File: src/inc/atdp_map.svh
// register map, field positions, reset values and timing counts
`ifndef ATDP_MAP_SVH
`define ATDP_MAP_SVH

// register indices, byte address is four times the index
`define ATDP_IDX_DEBOUNCE_COUNT_VALUE 8'h20
`define ATDP_IDX_PULSE_CFG 8'h21
`define ATDP_IDX_PULSE_SRC 8'h22
`define ATDP_IDX_MODE 8'h30
`define ATDP_IDX_TR_CTRL 8'h31
`define ATDP_IDX_TR_STAT 8'h32
`define ATDP_IDX_IRQ_STAT 8'h33
`define ATDP_IDX_IRQ_EN 8'h34
`define ATDP_IDX_IRQ_CLR 8'h35

// reset values
`define ATDP_RST_DEBOUNCE_COUNT_VALUE 8'h00
`define ATDP_RST_PULSE_CFG 8'h00
`define ATDP_RST_MODE 8'h00
`define ATDP_RST_TR_CTRL 8'h00
`define ATDP_RST_IRQ 3'h0

// fields
`define ATDP_PCFG_DPA 7
`define ATDP_PCFG_ELE 6
`define ATDP_SRC_EA 7
`define ATDP_SRC_AX_LSB 4
`define ATDP_SRC_DPE 3
`define ATDP_SRC_POL_LSB 0
`define ATDP_MODE_ODR_LSB 0
`define ATDP_MODE_PWR_LSB 4
`define ATDP_MODE_HYB 6
`define ATDP_TRCTRL_DBCNTM 7
`define ATDP_TRSTAT_FLAG 8
`define ATDP_IRQ_TR 0
`define ATDP_IRQ_PLS 1
`define ATDP_IRQ_ABT 2

// timing
`define ATDP_CLK_NS 10
`define ATDP_STEP_BASE_NS 1250000
`define ATDP_STEP_BASE_CYC (`ATDP_STEP_BASE_NS / `ATDP_CLK_NS)
// step exponent caps: 20 ms, 80 ms, 2.5 ms, 160 ms
`define ATDP_CAP_NORMAL 4'h4
`define ATDP_CAP_LOW_NOISE_LOW_POWER_MODE 4'h6
`define ATDP_CAP_HIRES 4'h1
`define ATDP_CAP_LP 4'h7

`endif

File: src/inc/atdp_pkg.sv
// types shared by the transient debounce and pulse configuration block
package atdp_pkg;
  typedef enum logic [1:0] {
    ATDP_PWR_NORMAL = 2'h0,
    ATDP_PWR_LOW_NOISE_LOW_POWER_MODE = 2'h1,
    ATDP_PWR_HIRES = 2'h2,
    ATDP_PWR_LP = 2'h3
  } atdp_pwr_e;
  typedef logic [7:0] atdp_byte_t;
endpackage

File: src/atdp_top.sv
// transient debounce counter and pulse detector configuration
`timescale 1ns/1ps
`include "atdp_map.svh"
module atdp_top #(
  parameter int STEP_BASE_CYC = `ATDP_STEP_BASE_CYC
) (
  // clock and reset
  input wire logic clk,
  input wire logic srst,
  // avalon-mm slave, word index address
  input wire logic [7:0] avs_address,
  input wire logic avs_read,
  input wire logic avs_write,
  input wire logic [31:0] avs_writedata,
  output logic [31:0] avs_readdata,
  output logic avs_waitrequest,
  // transient threshold result, any enabled axis
  input wire logic trans_cond,
  // pulse detector results, bit 0 x, 1 y, 2 z
  input wire logic [2:0] single_pulse,
  input wire logic [2:0] double_pulse,
  input wire logic [2:0] pulse_pol,
  // latency window tracking
  input wire logic ltcy_window,
  input wire logic pulse_start,
  input wire logic pulse_end,
  // status out
  output logic trans_flag,
  output logic pulse_event_flag,
  output logic double_detect_en,
  output logic irq
);
  import atdp_pkg::*;

  atdp_byte_t debounce_count_value;
  atdp_byte_t pulse_cfg;
  atdp_byte_t pulse_src;
  atdp_byte_t mode_reg;
  atdp_byte_t tr_ctrl;
  atdp_byte_t dbc_cnt;
  atdp_byte_t next_dbc_cnt;
  atdp_byte_t rd_mux;
  logic [2:0] irq_stat;
  logic [2:0] irq_en;
  logic [2:0] irq_events;
  logic [2:0] irq_clr;
  logic [2:0] sp_hit;
  logic [2:0] dp_hit;
  logic ack;
  logic req;
  logic wr_acc;
  logic src_read;
  logic step;
  logic pulse_hit;
  logic trans_event;
  logic started_in_win;
  logic dbl_suppress;
  logic abort_event;
  logic cnt_mode;

  ////////////////////////////////////////////////////////////////////////
  // bus slave: one wait cycle, then accept

  assign req = avs_read || avs_write;
  assign avs_waitrequest = req && !ack;
  assign wr_acc = avs_write && ack;
  assign src_read = avs_read && ack && (avs_address == `ATDP_IDX_PULSE_SRC);
  assign irq_clr = (wr_acc && avs_address == `ATDP_IDX_IRQ_CLR) ?
                   avs_writedata[2:0] : 3'h0;

  always_ff @(posedge clk) begin
    if (srst) begin
      ack <= 1'b0;
    end else begin
      ack <= req && !ack;
    end
  end

  always_comb begin
    unique case (avs_address)
      `ATDP_IDX_DEBOUNCE_COUNT_VALUE: rd_mux = debounce_count_value;
      `ATDP_IDX_PULSE_CFG: rd_mux = pulse_cfg;
      `ATDP_IDX_PULSE_SRC: rd_mux = pulse_src;
      `ATDP_IDX_MODE: rd_mux = mode_reg;
      `ATDP_IDX_TR_CTRL: rd_mux = tr_ctrl;
      `ATDP_IDX_TR_STAT: rd_mux = dbc_cnt;
      `ATDP_IDX_IRQ_STAT: rd_mux = {5'h00, irq_stat};
      `ATDP_IDX_IRQ_EN: rd_mux = {5'h00, irq_en};
      default: rd_mux = 8'h00;
    endcase
  end

  // read data captured in the wait cycle, stands at the accepting edge
  always_ff @(posedge clk) begin
    if (srst) begin
      avs_readdata <= 32'h00000000;
    end else if (avs_read && !ack) begin
      avs_readdata <= {23'h000000, (avs_address == `ATDP_IDX_TR_STAT) &&
                       trans_flag, rd_mux};
    end
  end

  ////////////////////////////////////////////////////////////////////////
  // software registers

  always_ff @(posedge clk) begin
    if (srst) begin
      debounce_count_value <= `ATDP_RST_DEBOUNCE_COUNT_VALUE;
    end else if (wr_acc && avs_address == `ATDP_IDX_DEBOUNCE_COUNT_VALUE) begin
      debounce_count_value <= avs_writedata[7:0];
    end
  end

  always_ff @(posedge clk) begin
    if (srst) begin
      pulse_cfg <= `ATDP_RST_PULSE_CFG;
    end else if (wr_acc && avs_address == `ATDP_IDX_PULSE_CFG) begin
      pulse_cfg <= avs_writedata[7:0];
    end
  end

  always_ff @(posedge clk) begin
    if (srst) begin
      mode_reg <= `ATDP_RST_MODE;
      tr_ctrl <= `ATDP_RST_TR_CTRL;
      irq_en <= `ATDP_RST_IRQ;
    end else if (wr_acc) begin
      if (avs_address == `ATDP_IDX_MODE) begin
        mode_reg <= avs_writedata[7:0];
      end
      if (avs_address == `ATDP_IDX_TR_CTRL) begin
        tr_ctrl <= avs_writedata[7:0];
      end
      if (avs_address == `ATDP_IDX_IRQ_EN) begin
        irq_en <= avs_writedata[2:0];
      end
    end
  end

  assign cnt_mode = tr_ctrl[`ATDP_TRCTRL_DBCNTM];

  ////////////////////////////////////////////////////////////////////////
  // transient debounce

  atdp_step_timer #(
    .BASE_CYC(STEP_BASE_CYC)
  ) u_step (
    .clk(clk),
    .srst(srst),
    .odr(mode_reg[`ATDP_MODE_ODR_LSB +: 3]),
    .pwr(atdp_pwr_e'(mode_reg[`ATDP_MODE_PWR_LSB +: 2])),
    .hybrid(mode_reg[`ATDP_MODE_HYB]),
    .step(step)
  );

  always_comb begin
    next_dbc_cnt = dbc_cnt;
    if (trans_cond) begin
      if (dbc_cnt != 8'hFF) begin
        next_dbc_cnt = dbc_cnt + 8'h01;
      end
    end else if (cnt_mode) begin
      next_dbc_cnt = 8'h00;
    end else if (dbc_cnt != 8'h00) begin
      next_dbc_cnt = dbc_cnt - 8'h01;
    end
  end

  always_ff @(posedge clk) begin
    if (srst) begin
      dbc_cnt <= 8'h00;
    end else if (step) begin
      dbc_cnt <= next_dbc_cnt;
    end
  end

  // flag on a step with true condition once the counter reaches count
  assign trans_event = step && trans_cond && !trans_flag &&
                       (next_dbc_cnt >= debounce_count_value);

  always_ff @(posedge clk) begin
    if (srst) begin
      trans_flag <= 1'b0;
    end else if (step) begin
      trans_flag <= trans_cond && (next_dbc_cnt >= debounce_count_value);
    end
  end

  ////////////////////////////////////////////////////////////////////////
  // double-pulse abort

  always_ff @(posedge clk) begin
    if (srst || !ltcy_window) begin
      started_in_win <= 1'b0;
    end else if (pulse_start) begin
      started_in_win <= 1'b1;
    end
  end

  assign abort_event = pulse_cfg[`ATDP_PCFG_DPA] && ltcy_window &&
                       pulse_end && (started_in_win || pulse_start) &&
                       !dbl_suppress;

  always_ff @(posedge clk) begin
    if (srst || !ltcy_window) begin
      dbl_suppress <= 1'b0;
    end else if (abort_event) begin
      dbl_suppress <= 1'b1;
    end
  end

  assign double_detect_en = !dbl_suppress;

  ////////////////////////////////////////////////////////////////////////
  // pulse enables and source

  for (genvar i = 0; i < 3; i++) begin : g_axis
    assign sp_hit[i] = single_pulse[i] && pulse_cfg[2*i];
    assign dp_hit[i] = double_pulse[i] && pulse_cfg[2*i+1] &&
                       !dbl_suppress;
  end

  assign pulse_hit = |(sp_hit | dp_hit);

  // new event wins over a read in the same cycle
  always_ff @(posedge clk) begin
    if (srst) begin
      pulse_src <= 8'h00;
    end else if (pulse_hit && (!pulse_cfg[`ATDP_PCFG_ELE] ||
                 !pulse_src[`ATDP_SRC_EA] || src_read)) begin
      pulse_src <= {1'b1, sp_hit | dp_hit, |dp_hit, pulse_pol};
    end else if (src_read) begin
      pulse_src <= 8'h00;
    end
  end

  assign pulse_event_flag = pulse_src[`ATDP_SRC_EA];

  ////////////////////////////////////////////////////////////////////////
  // interrupt status, set wins over clear

  assign irq_events = {abort_event, pulse_hit, trans_event};

  always_ff @(posedge clk) begin
    if (srst) begin
      irq_stat <= `ATDP_RST_IRQ;
    end else begin
      irq_stat <= (irq_stat & ~irq_clr) | irq_events;
    end
  end

  assign irq = |(irq_stat & irq_en);
endmodule

File: src/atdp_step_timer.sv
// debounce time step tick generator
`timescale 1ns/1ps
`include "atdp_map.svh"
module atdp_step_timer #(
  parameter int BASE_CYC = `ATDP_STEP_BASE_CYC
) (
  // clock and reset
  input wire logic clk,
  input wire logic srst,
  // rate and mode
  input wire logic [2:0] odr,
  input wire atdp_pkg::atdp_pwr_e pwr,
  input wire logic hybrid,
  // one-cycle tick per debounce step
  output logic step
);
  import atdp_pkg::*;

  localparam int BW = $clog2(BASE_CYC + 1);
  localparam logic [BW-1:0] BASE_LAST = BW'(BASE_CYC - 1);

  logic [BW-1:0] base_cnt;
  logic [8:0] unit_cnt;
  logic [3:0] rate_exp;
  logic [3:0] cap;
  logic [3:0] step_exp;
  logic [8:0] units_last;
  logic base_wrap;

  ////////////////////////////////////////////////////////////////////////
  // rate doublings below 800 Hz, clipped by the power mode cap
  always_comb begin
    unique case (odr)
      3'h0: rate_exp = 4'h0;
      3'h1: rate_exp = 4'h1;
      3'h2: rate_exp = 4'h2;
      3'h3: rate_exp = 4'h3;
      3'h4: rate_exp = 4'h4;
      3'h5: rate_exp = 4'h6;
      3'h6: rate_exp = 4'h7;
      3'h7: rate_exp = 4'h9;
    endcase
    unique case (pwr)
      ATDP_PWR_NORMAL: cap = `ATDP_CAP_NORMAL;
      ATDP_PWR_LOW_NOISE_LOW_POWER_MODE: cap = `ATDP_CAP_LOW_NOISE_LOW_POWER_MODE;
      ATDP_PWR_HIRES: cap = `ATDP_CAP_HIRES;
      ATDP_PWR_LP: cap = `ATDP_CAP_LP;
    endcase
    step_exp = (rate_exp < cap) ? rate_exp : cap;
    if (hybrid) begin
      step_exp = step_exp + 4'h1;
    end
    units_last = (9'h001 << step_exp) - 9'h001;
  end

  assign base_wrap = (base_cnt >= BASE_LAST);

  ////////////////////////////////////////////////////////////////////////
  // base 1.25 ms period
  always_ff @(posedge clk) begin
    if (srst || base_wrap) begin
      base_cnt <= '0;
    end else begin
      base_cnt <= base_cnt + BW'(1);
    end
  end

  // units of base period per step, follows live mode
  always_ff @(posedge clk) begin
    if (srst) begin
      unit_cnt <= 9'h000;
    end else if (base_wrap) begin
      unit_cnt <= (unit_cnt >= units_last) ? 9'h000 : unit_cnt + 9'h001;
    end
  end

  always_ff @(posedge clk) begin
    if (srst) begin
      step <= 1'b0;
    end else begin
      step <= base_wrap && (unit_cnt >= units_last);
    end
  end
endmodule

File: config.mk
export PLATFORM = sky130hd
export DESIGN_NAME = atdp_top
export DESIGN_NICKNAME = d
export VERILOG_FILES = /design/src/inc/atdp_pkg.sv /design/src/atdp_top.sv /design/src/atdp_step_timer.sv
export VERILOG_INCLUDE_DIRS = /design/src /design/src/inc
export SDC_FILE = /design/constraint.sdc
export NUM_CORES = 1
export LEC_CHECK = 0
export BUFFER_PORTS_ARGS = -buffer_cell sky130_fd_sc_hd__buf_2
export CAP_MARGIN = 20
export CELL_PAD_IN_SITES_DETAIL_PLACEMENT = 0
export CELL_PAD_IN_SITES_GLOBAL_PLACEMENT = 1
export CORE_ASPECT_RATIO = 1.1
export CORE_MARGIN = 2
export CORE_UTILIZATION = 38
export DETAILED_ROUTE_END_ITERATION = 12
export HOLD_SLACK_MARGIN = 0.02
export PLACE_DENSITY_LB_ADDON = 0.05
export SYNTH_ARGS = -nofsm -noshare
export SYNTH_HDL_FRONTEND = slang
export SYNTH_SLANG_ARGS = --single-unit
File: constraint.sdc
create_clock -name clk -period 4.31 [get_ports clk]
set_clock_uncertainty 0.15 [all_clocks]
set_input_delay 0.431 -clock clk [delete_from_list [all_inputs] [get_ports clk]]
set_output_delay 0.431 -clock clk [all_outputs]
set_load 0.02 [all_outputs]
[After elaboration in Yosys (flattened, before gate mapping)]
Memory sizes are Yosys's and may differ from the RTL's. A register that Yosys moved wholly into a read port is not among the register bits.
Index checks and enable logic that the tools add are counted.
Operators by class
  magnitude comparators: 4
  add/sub/neg operators: 6
  reduce and logical (&&, ||, !) cells: 49
  bitwise operators: 5
  muxes and demuxes: 14
  multiply operators: 0
  shifts and indexed selects: 1
  eq/ne operators: 13
  divide/modulo/power cells: 0
Operators with widths (count)
  $eq A8 B6 Y1 const B: 9
  $pmux W8 S8: 1
  $mux W8: 6
  $logic_and A1 B1 Y1: 28
  $add A17 B1 Y17 const B: 1
  $ge A17 B17 Y1 const B: 1
  $pmux W4 S4: 1
  $add A9 B1 Y9 const B: 1
  $ge A9 B9 Y1: 1
  $mux W3: 3
  $mux W9: 1
  $reduce_or A3 Y1: 3
  $shl A1 B4 Y9 const A: 1
  $sub A9 B1 Y9 const B: 1
  $add A8 B1 Y8 const B: 1
  $ge A8 B8 Y1: 1
  $mux W4: 2
  $ne A8 B8 Y1 const B: 1
  $reduce_bool A8 Y1: 1
  $sub A8 B1 Y8 const B: 1
  $and A3 B3 Y3: 2
  $logic_not A1 Y1: 6
  $logic_or A1 B1 Y1: 6
  $or A3 B3 Y3: 2
  8 further kinds: 11
Word-level totals
  memory bits (read-only): 32
  word-level logic and storage cells: 109
  register bits: 94
  latch bits: 0
  memories kept: 1
  RAM bits: 0
  output and inout bits: 37
  input port bits: 57
Memory list
  (name not given): words 8, width 4, rd ports 1, clocked after Yosys merged registers in 1, wr ports 0, line atdp_step_timer.sv:33  | unique case (odr)

[Longest topological paths before layout]
Gate-level depths: netlist of run 1.
  word-level depth: 10
  mapped depth: 20
  depth with buffers taken out: 19

[Hierarchy]
From an unflattened synthesis of run 1, not the netlist that was laid out.
Unflattened totals
  cells, all modules: 711
  area, all modules: 5858.1 um2
By module, submodules not included
  atdp_top: area each 4021.4 um2, instances 1, cells each 487, sequential area each 1341.3 um2
  atdp_step_timer: area each 1836.8 um2, instances 1, cells each 224, sequential area each 540.5 um2

[Worst setup path before layout of run 1]
Ideal clock, no wire load.
  kind: register to register
  start point: register mode_reg[5]
  end point: register u_step.unit_cnt[4]
  cell stages (with the launch flop): 19
  setup time: 72 ps
  required time: 4088 ps
  path buffers: 1
  period minus slack after synthesis: 4657 ps
  setup slack: -347 ps
  arrival: 4435 ps
  path through: dfxtp_1 nor2b_1 ha_1 a211oi_1 o21ai_1 mux2_2 ha_1 mux2_2 or3_1 ha_1 clkbuf_1 a21boi_0 o221ai_1 ha_1 a211oi_1 o211ai_1 o21ai_0 o21ai_1 a21oi_1
On the way
  word-level cells in the longest chain between the ends: 10
  elaborated cells on any way between the ends: 13
  those cells by class: add/sub: 2; order compare: 2; eq/ne: 3; shift: 1; mux: 4; reduce/logical: 1
Ends and longest elaborated chain
  start: declaration: line atdp_top.sv:38  | atdp_byte_t mode_reg;
  start signal: assignment: line atdp_top.sv:124  | mode_reg <= `ATDP_RST_MODE;
  start signal: assignment: line atdp_top.sv:129  | mode_reg <= avs_writedata[7:0];
  $eq A2 B2 Y1 (tied with other cells): line atdp_step_timer.sv:43  | unique case (pwr)
  $pmux W4 S4 *: line atdp_step_timer.sv:43
  $lt A4 B4 Y1: line atdp_step_timer.sv:49  | step_exp = (rate_exp < cap) ? rate_exp : cap;
  $mux W4 *: line atdp_step_timer.sv:49
  $add A4 B1 Y4: line atdp_step_timer.sv:51  | step_exp = step_exp + 4'h1;
  $mux W4 *: line atdp_step_timer.sv:50  | if (hybrid) begin
  $shl A1 B4 Y9 *: line atdp_step_timer.sv:53  | units_last = (9'h001 << step_exp) - 9'h001;
  $sub A9 B1 Y9 *: line atdp_step_timer.sv:53
  $ge A9 B9 Y1 *: line atdp_step_timer.sv:73  | unit_cnt <= (unit_cnt >= units_last) ? 9'h000 : unit_cnt + 9'h001;
  $mux W9 *: line atdp_step_timer.sv:73
  end signal: assignment: line atdp_step_timer.sv:73
  end: declaration: line atdp_step_timer.sv:23  | logic [8:0] unit_cnt;
Every way passes the cells marked *; elsewhere a longest branch is shown, timed or not. The select of a mux whose other input is x is not followed.
A chain may end at the register's enable or synchronous reset.

[Worst setup path in the final report of run 1]
  start point: register mode_reg[5]
  end point: register u_step.unit_cnt[5]
The elaborated chain is that of the path after synthesis.

==> metrics.log, run 1 <==
INFO  metric fp.coreArea = 15000 um^2
INFO  metric cts.htree.levels = 3
INFO  metric finalCoreUtilization = 44.0%
INFO  metric total_net_switching_power = 0.000448 W
INFO  metric synth_most_common_cell = sky130_fd_sc_hd__nor2_1
INFO  metric routed_wl = roughly 16000 um
INFO  metric synth.yosys.warnings = 0
INFO  metric port_buffers = 46
INFO  metric globalRouteTotalUtil = 19.8%
INFO  metric synth_largest_area_cell = sky130_fd_sc_hd__dfxtp_1
INFO  metric half_perimeter_wire_length_after_placement = between 10000 and 15000 um
INFO  metric timing_worst_setup_path_type = flop to flop
INFO  metric sw_frac_of_total = around a quarter
INFO  metric rsz0062_at_grt = yes
INFO  metric grt_max_degree = 49
INFO  metric holdCritPathClass = primary input to flop
INFO  metric seqPwrFrac = 49.2%
INFO  metric worstPathMaxFanout = 8
INFO  metric ir_drop = 0.000180 V
INFO  metric cts-root-buf = sky130_fd_sc_hd__clkbuf_16
INFO  metric synth.avg_cell_area = 8.22 um^2
INFO  metric worst_hold_startpoint = pulse_start
INFO  metric antenna_found_initial = 0
INFO  metric clock_transition_time_at_the_flip_flop_clock_pins_of_the_worst_setup_and_hold_paths = 0.07 ns
INFO  metric layoutNonFillerInstCount = ~950
INFO  metric cts.sink_count = between 90 and 100
INFO  metric clock.fmax = 0.241 GHz
INFO  metric synth-seq-area-share = 33.9%
INFO  metric clock_latency = 0.35 ns
INFO  metric worst_setup_sp_type = flop
INFO  metric hold_end = started_in_win
INFO  metric kind_of_capture_point_of_the_worst_setup_path = flop
INFO  metric syn-cell-area = between 5000 and 6000 um^2
INFO  metric drive_gt1_share = 16.1%
INFO  metric power_density = 281 nW/um^2
INFO  metric maxCapViolations = 0
INFO  metric postLayoutSetupSlackWorst = 0.158 ns
INFO  metric clock_power_share = between 40 and 50%
INFO  metric floorplan.initialDensity = 38.6%
INFO  metric worst_ep_required_time = 4.40 ns
INFO  metric design.portCount = 94
INFO  metric chipHeight = 133 um
INFO  metric finalNetCount = approximately 830
INFO  metric drv_slew = 0
INFO  metric dr_total_vias = approximately 5000
INFO  metric registers.top_by_ff_count = u_step.base_cnt
INFO  metric setup_viol = 0
INFO  metric ranking_of_synthesized_cells_by_area = sky130_fd_sc_hd__dfxtp_1 (34%), sky130_fd_sc_hd__mux2i_1 (8.1%), sky130_fd_sc_hd__nor2_1 (6.9%), sky130_fd_sc_hd__ha_1 (5.8%), sky130_fd_sc_hd__nand2_1 (4.1%)
INFO  metric hold_path_depth = 3
INFO  metric remaining_drcs = 0
INFO  metric static-leakage-power = 2.66 nW
INFO  metric power.combinational.fraction = 5.7%
INFO  metric insertedDiodeCount = 0
INFO  metric gpl.final_weighted_congestion = 0.803
INFO  metric first_pass_grt_wire_length = 25100 um
INFO  metric finalHoldViolCount = 0
INFO  metric final.hold.worst_slack = 0.169 ns
INFO  metric run_status = complete, no violations
INFO  metric post_synth_inst_count = 705
INFO  metric avgViaCountPerCell = approximately 5.3
INFO  metric dr.pass1.iters = 4
INFO  metric rrSetupSlack = 0.16 ns
INFO  metric synth-main-ff-cell = sky130_fd_sc_hd__dfxtp_1
INFO  metric area_growth = 13.8%
INFO  metric least_margin_pin_slew = 1.04 ns
INFO  metric synth_async_sr_flop_share = 0%
INFO  metric tritoncts.num_buffers = 9
INFO  metric synth_cell_types = between 70 and 80
INFO  metric cellInternalPower = ~0.0014 W
INFO  metric post-synth-top-area-fraction = 33.9%
INFO  metric tritoncts_clock_tree = built
INFO  metric worst_ep_arrival_time = 4.24 ns
INFO  metric route.detailed.wl_per_inst = around 17 um
INFO  metric num_rows = 47
INFO  metric global_route.overflow_total = 0
INFO  metric grt_pass1_vias = 4683
INFO  metric fillers = 1563
INFO  metric synth-seq-cells = 98
INFO  metric min_period_over_period = 96.3%
INFO  metric r2r_end = u_step.unit_cnt[5]
INFO  metric number_of_design_rule_violations_left_by_the_first_detailed_router_iteration = 321
INFO  metric netlist_top_cells_count = sky130_fd_sc_hd__nor2_1 (107), sky130_fd_sc_hd__dfxtp_1 (98), sky130_fd_sc_hd__nand2_1 (63)
INFO  metric finalCriticalPeriod = 4.15 ns
INFO  metric largest_regs = u_step.base_cnt (17), avs_readdata (9), u_step.unit_cnt (9)
INFO  metric worstRegToRegCells = 18
INFO  metric largest_reg_flops = 17
INFO  metric worst_r2r_startpoint = mode_reg[5]
INFO  metric die-area = 16200 um^2
INFO  metric slew_headroom = a little under a third
INFO  metric numPlacedInstances = 931
INFO  metric postRouteAntennaNets = 0
INFO  metric die_x = around 120 um
INFO  metric synth-edff-count = 0
INFO  metric setup-tns-final = 0 ns
INFO  metric cts_max_path_buffers = 2
INFO  metric post_placement_worst_setup_slack = -0.207 ns
per-layer routing:
layer	share of wire (%)	track usage, %
met2	47	31.1
met3	3.3	3.64
met5	0	0
met1	48	27.6
met4	1.6	6.07
cells by family (layout without fill, tap and decap cells):
logic type	count (synthesis)	in the layout	share of synthesized area, %
flops	98	98	33.9
simple gates	284	284	23.4
xor+xnor	24	24	3.63
compound gates	133	133	15.1
fa+ha+maj	27	27	5.83
other cells	1	23	0.0647
mux	56	56	10.9
buf+inv	82	108	7.22
metrics by stage:
step / power [W] / instance area (um^2)
after floorplan: 0.00102 / 5930
final: 0.00185 / 6590
after global routing: 0.00193 / 6590
after detailed placement: 0.00104 / 6210
after global placement: 0.00104 / 6210
after CTS: 0.00188 / 6530
power by group through the flow:
stage          Combinational, W  Sequential (W)  Clock [W]
2_1_floorplan         0.0000851        0.000932          0
3_3_place_gp           0.000105        0.000934          0
3_5_place_dp           0.000105        0.000934          0
4_1_cts                0.000106        0.000913   0.000862
5_1_grt                0.000116        0.000913   0.000899
6_report               0.000106        0.000913   0.000835
placed cells by master (no fill, tap or decap), types with 4 or more instances in the layout:
master	count
sky130_fd_sc_hd__o21a_1	4
sky130_fd_sc_hd__and2_1	5
sky130_fd_sc_hd__mux2i_1	47
sky130_fd_sc_hd__a21oi_1	30
sky130_fd_sc_hd__nand2b_1	8
sky130_fd_sc_hd__or4_1	5
sky130_fd_sc_hd__a22oi_1	5
sky130_fd_sc_hd__o31ai_1	5
sky130_fd_sc_hd__conb_1	23
sky130_fd_sc_hd__a21o_1	7
sky130_fd_sc_hd__nor2_1	106
sky130_fd_sc_hd__nor2b_1	4
sky130_fd_sc_hd__xor2_1	15
sky130_fd_sc_hd__dfxtp_1	96
sky130_fd_sc_hd__xnor2_1	9
sky130_fd_sc_hd__ha_1	23
sky130_fd_sc_hd__nand3_1	26
sky130_fd_sc_hd__buf_2	46
sky130_fd_sc_hd__inv_1	27
sky130_fd_sc_hd__a211oi_1	5
sky130_fd_sc_hd__clkbuf_16	9
sky130_fd_sc_hd__o22ai_1	7
sky130_fd_sc_hd__nand4_1	13
sky130_fd_sc_hd__o21ai_0	19
sky130_fd_sc_hd__mux4_2	4
sky130_fd_sc_hd__o211ai_1	5
sky130_fd_sc_hd__buf_4	19
sky130_fd_sc_hd__nor3_1	17
sky130_fd_sc_hd__and3_1	8
sky130_fd_sc_hd__a31oi_1	11
sky130_fd_sc_hd__nand2_1	63
sky130_fd_sc_hd__nor4_1	4
critical path, stage by stage, from the launching register on:
cell	delay (ns)
sky130_fd_sc_hd__dfxtp_2	0.33
sky130_fd_sc_hd__nor2b_4	0.16
sky130_fd_sc_hd__ha_4	0.22
sky130_fd_sc_hd__a211oi_4	0.24
sky130_fd_sc_hd__o21ai_2	0.10
sky130_fd_sc_hd__mux2_4	0.32
sky130_fd_sc_hd__ha_4	0.22
sky130_fd_sc_hd__mux2_4	0.27
sky130_fd_sc_hd__or3_4	0.38
sky130_fd_sc_hd__ha_4	0.19
sky130_fd_sc_hd__mux2i_1	0.18
sky130_fd_sc_hd__a32oi_1	0.13
sky130_fd_sc_hd__ha_1	0.31
sky130_fd_sc_hd__o21ai_1	0.06
sky130_fd_sc_hd__o211ai_1	0.19
sky130_fd_sc_hd__o21ai_1	0.09
sky130_fd_sc_hd__buf_4	0.16
sky130_fd_sc_hd__o21ai_4	0.27
sky130_fd_sc_hd__nor2_1	0.08
worst max path at each step:
stage,startpoint,end,slack (ns),depth (start not counted)
final,mode_reg[5],u_step.unit_cnt[5],0.16,18
after floorplan,mode_reg[5],u_step.unit_cnt[4],0.03,18
after global routing,mode_reg[5],u_step.unit_cnt[8],-0.05,18
after CTS,mode_reg[5],u_step.unit_cnt[3],0.002,18
after detailed placement,mode_reg[5],u_step.unit_cnt[3],-0.21,18
after global placement,mode_reg[5],u_step.unit_cnt[0],-0.06,18
area by class of cell:
| cell class | instances | area (um^2) | area share [%] |
|---|---|---|---|
| Tap cell | 196 | 245 | 3.72 |
| Sequential cell | 98 | 1960 | 29.8 |
| Inverter | 27 | 101 | 1.54 |
| Clock inverter | 5 | 60.1 | 0.911 |
| Multi-Input combinational cell | 547 | 3610 | 54.7 |
| Timing Repair Buffer | 65 | 373 | 5.65 |
| Clock buffer | 11 | 243 | 3.68 |
timing repair:
action | 4_1_cts | 5_1_grt
hold buffers | 0 | 0
cloned | 0 | 0
buffers inserted | 0 | 2
setup endpoints to repair | 10 | 10
gates resized for setup | 4 | 9
pin swaps | 1 | 8
No activity file was read; power rests on OpenSTA's default activity.
==> run 2, diff against run 1 <==
Settings changed: GPL_ROUTABILITY_DRIVEN set to 1, PLACE_DENSITY_LB_ADDON 0.05 to 0.3.
==> metrics.log, run 2 (synthesis gave the netlist of run 1 again) <==
INFO  metric stdcell_area = 6660 um^2 (+0.99%)
INFO  metric power.combinational.fraction = 5.6% (about the same)
INFO  metric die_x = 122 um (unchanged)
INFO  metric area_growth = 15.0%
INFO  metric insertedDiodeCount = 0 (unchanged)
INFO  metric holdCritPathClass = primary input to flop
INFO  metric finalHoldViolCount = 0 (unchanged)
INFO  metric numPlacedInstances = 930 (-0.11%)
INFO  metric least_margin_pin_slew = 0.894 ns (-0.145 ns)
INFO  metric timing.critical_path.buf_inv = 2 (+1)
INFO  metric ir_drop = 0.000231 V (+28%)
INFO  metric cts.sink_count = 98 (unchanged)
INFO  metric route.detailed.wl_per_inst = 15.8 um (-4.3%)
INFO  metric drive_gt1_share = 17.0% (+0.88 points)
INFO  metric finalCriticalPeriod = 4.31 ns (+0.153 ns)
INFO  metric critical_path.slowest_cell = sky130_fd_sc_hd__or3_4
INFO  metric cellInternalPower = 0.00145 W (+3.1%)
INFO  metric drv_slew = 0 (unchanged)
INFO  metric largest_regs = u_step.base_cnt (17), avs_readdata (9), u_step.unit_cnt (9)
INFO  metric worst_ep_arrival_time = 4.36 ns (+0.12 ns)
INFO  metric final_common_cell = sky130_fd_sc_hd__nor2_1
INFO  metric total_net_switching_power = 0.000439 W (-1.9%)
INFO  metric registers.top_by_ff_count = u_step.base_cnt
INFO  metric half_perimeter_wire_length_after_placement = 11000 um (-6.8%)
INFO  metric post_placement_worst_setup_slack = -0.225 ns (-0.0174 ns)
INFO  metric worstRegToRegCells = 18 (unchanged)
INFO  metric avgViaCountPerCell = 5.39 (+2.1%)
INFO  metric largest_reg_flops = 17 (unchanged)
INFO  metric static-leakage-power = 2.69 nW (+1.1%)
INFO  metric grt_max_degree = 66 (+35%)
INFO  metric min_period_over_period = 99.9% (+3.6 points)
INFO  metric cts-root-buf = sky130_fd_sc_hd__clkbuf_16
INFO  metric hold_path_depth = 3 (unchanged)
INFO  metric seqPwrFrac = 48.3% (-0.9 points)
INFO  metric postLayoutSetupSlackWorst = 0.00410 ns (-0.153 ns)
INFO  metric gpl.final_weighted_congestion = 0.866 (+7.8%)
INFO  metric cts.htree.levels = 3 (unchanged)
INFO  metric routed_wl = 15000 um (-4.1%)
INFO  metric dpl_cell_area = 6200 um^2 (-0.12%)
INFO  metric worst_r2r_startpoint = mode_reg[4]
INFO  metric slew_headroom = 40.0% (+9.8 points)
INFO  metric kind_of_cell_adding_the_most_delay_to_the_critical_path = compound AO/OA/AOI/OAI gates
INFO  metric rsz0062_at_grt = yes
INFO  metric run_status = complete, no violations
INFO  metric cts.hold.buffers_added = 0 (unchanged)
INFO  metric critPathLaunch = mode_reg[4]
INFO  metric clock_latency = 0.35 ns (about the same)
INFO  metric tritoncts.num_buffers = 9 (unchanged)
INFO  metric setup_viol = 0 (unchanged)
INFO  metric layoutNonFillerInstCount = 951 (+0.21%)
INFO  metric postRouteAntennaNets = 0 (unchanged)
INFO  metric num_rows = 47 (unchanged)
INFO  metric floorplan.initialDensity = 38.6% (unchanged)
INFO  metric clock.fmax = 0.232 GHz (-3.6%)
INFO  metric first_pass_grt_wire_length = 24000 um (-4.2%)
INFO  metric clock_power_share = 46.1% (+1.1 points)
INFO  metric crit_cells = 18 (unchanged)
INFO  metric worst_hold_startpoint = pulse_start
INFO  metric globalRouteTotalUtil = 18.5% (-1.3 points)
INFO  metric die-area = 16200 um^2 (unchanged)
INFO  metric fp.coreArea = 15000 um^2 (unchanged)
INFO  metric critical_path_cell_list = nor2b_4 > ha_4 > a211oi_4 > o21ai_2 > mux2_4 > ha_4 > mux2_4 > or3_4 > ha_4 > a21boi_2 > o221ai_2 > ha_1 > a211oi_2 > o211ai_1 > o21ai_2 > buf_4 > buf_4 > nor3_1
INFO  metric chipHeight = 133 um (unchanged)
INFO  metric worstPathMaxFanout = 7 (-1)
INFO  metric power_density = 284 nW/um^2 (+0.91%)
INFO  metric grt_pass1_vias = 4809 (+2.7%)
INFO  metric antenna_found_initial = 0 (unchanged)
INFO  metric port_buffers = 46 (unchanged)
INFO  metric dr.pass1.iters = 4 (unchanged)
INFO  metric tritoncts_clock_tree = built
INFO  metric worst_ep_required_time = 4.36 ns (-0.04 ns)
INFO  metric cts_max_path_buffers = 2 (unchanged)
INFO  metric layout_common_cells = sky130_fd_sc_hd__nor2_1 (107), sky130_fd_sc_hd__dfxtp_1 (96), sky130_fd_sc_hd__nand2_1 (63)
INFO  metric dr_total_vias = 5129 (+2.3%)
INFO  metric kind_of_capture_point_of_the_worst_setup_path = flop
INFO  metric maxCapViolations = 0 (unchanged)
INFO  metric finalNetCount = 834 (+0.24%)
INFO  metric clock_transition_time_at_the_flip_flop_clock_pins_of_the_worst_setup_and_hold_paths = 0.07 ns (about the same)
INFO  metric number_of_design_rule_violations_left_by_the_first_detailed_router_iteration = 328 (+2.2%)
INFO  metric design.portCount = 94 (unchanged)
INFO  metric worst_setup_sp_type = flop
INFO  metric worst_stage_delay_on_the_critical_path = 0.39 ns (about the same)
INFO  metric timing_worst_setup_path_type = flop to flop
INFO  metric global_route.overflow_total = 0 (unchanged)
INFO  metric remaining_drcs = 0 (unchanged)
INFO  metric fillers = 1518 (-2.9%)
INFO  metric finalCoreUtilization = 44.4% (+0.43 points)
INFO  metric critical_path.most_common_cell = sky130_fd_sc_hd__ha_4
INFO  metric sw_frac_of_total = 23.3% (-0.89 points)
## run 2: path summary, 6_finish.rpt
check	slack, ns	endpoint
worst max-delay path	0.004	u_step.step
worst min-delay path	0.17	started_in_win
worst max register to register	0.004	u_step.step
worst min register to register	0.30	avs_readdata[4]
## run 2: worst reg2reg max path, delay by kind of cell, from the launching register on
family | cells | cell delay [ns]
flip-flops | 1 | 0.36
adder cells (fa/ha/maj) | 4 | 0.95
AO/OA/AOI/OAI | 7 | 1.31
buffers and inverters | 2 | 0.25
AND/OR/NAND/NOR | 3 | 0.56
multiplexers | 2 | 0.60
## run 2: timing repair
item                       CTS  global route
buffers inserted             3             2
pin swaps                    4            22
resized for setup            8            13
setup endpoints to repair   10            10
## run 2: power groups by stage
stage               Combinational [W]  Clock [W]  Sequential, W
floorplan                   0.0000851          0       0.000932
global placement             0.000103          0       0.000934
detailed placement           0.000104          0       0.000934
CTS                          0.000105   0.000889       0.000912
global route                 0.000116   0.000926       0.000913
finish                       0.000106   0.000871       0.000913
## run 2: per-stage QoR
step	setup TNS [ns]	total power (W)	hold slack, ns
after global routing	-1.05	0.00195	0.202
after detailed placement	-1.75	0.00104	0.289
final	0	0.00189	0.172
after floorplan	0	0.00102	0.276
after global placement	-0.370	0.00104	0.282
after CTS	0	0.00191	0.164
## run 2: layout make-up
cell class              instances  area [um^2]  share of cell area (%)
clock buffers                  11          233                    3.49
clock inverters                 5         85.1                    1.28
inverters                      27          101                    1.52
flip-flops and latches         98         1970                    29.5
well taps                     196          245                    3.68
multi-input cells             547         3640                    54.7
repair buffers                 67          388                    5.82
## run 2: per-layer routing
metal | global-route usage [%] | vias up | part of all wire, % | wire, um
met3 | 2.83 | 23 | 3.1 | 473
met2 | 31.7 | 100 | 50 | 7460
met4 | 6.45 | 0 | 2.2 | 325
met1 | 23.6 | 2452 | 45 | 6770
li1 | - | 2554 | - | -
met5 | 0 | - | 0 | 0
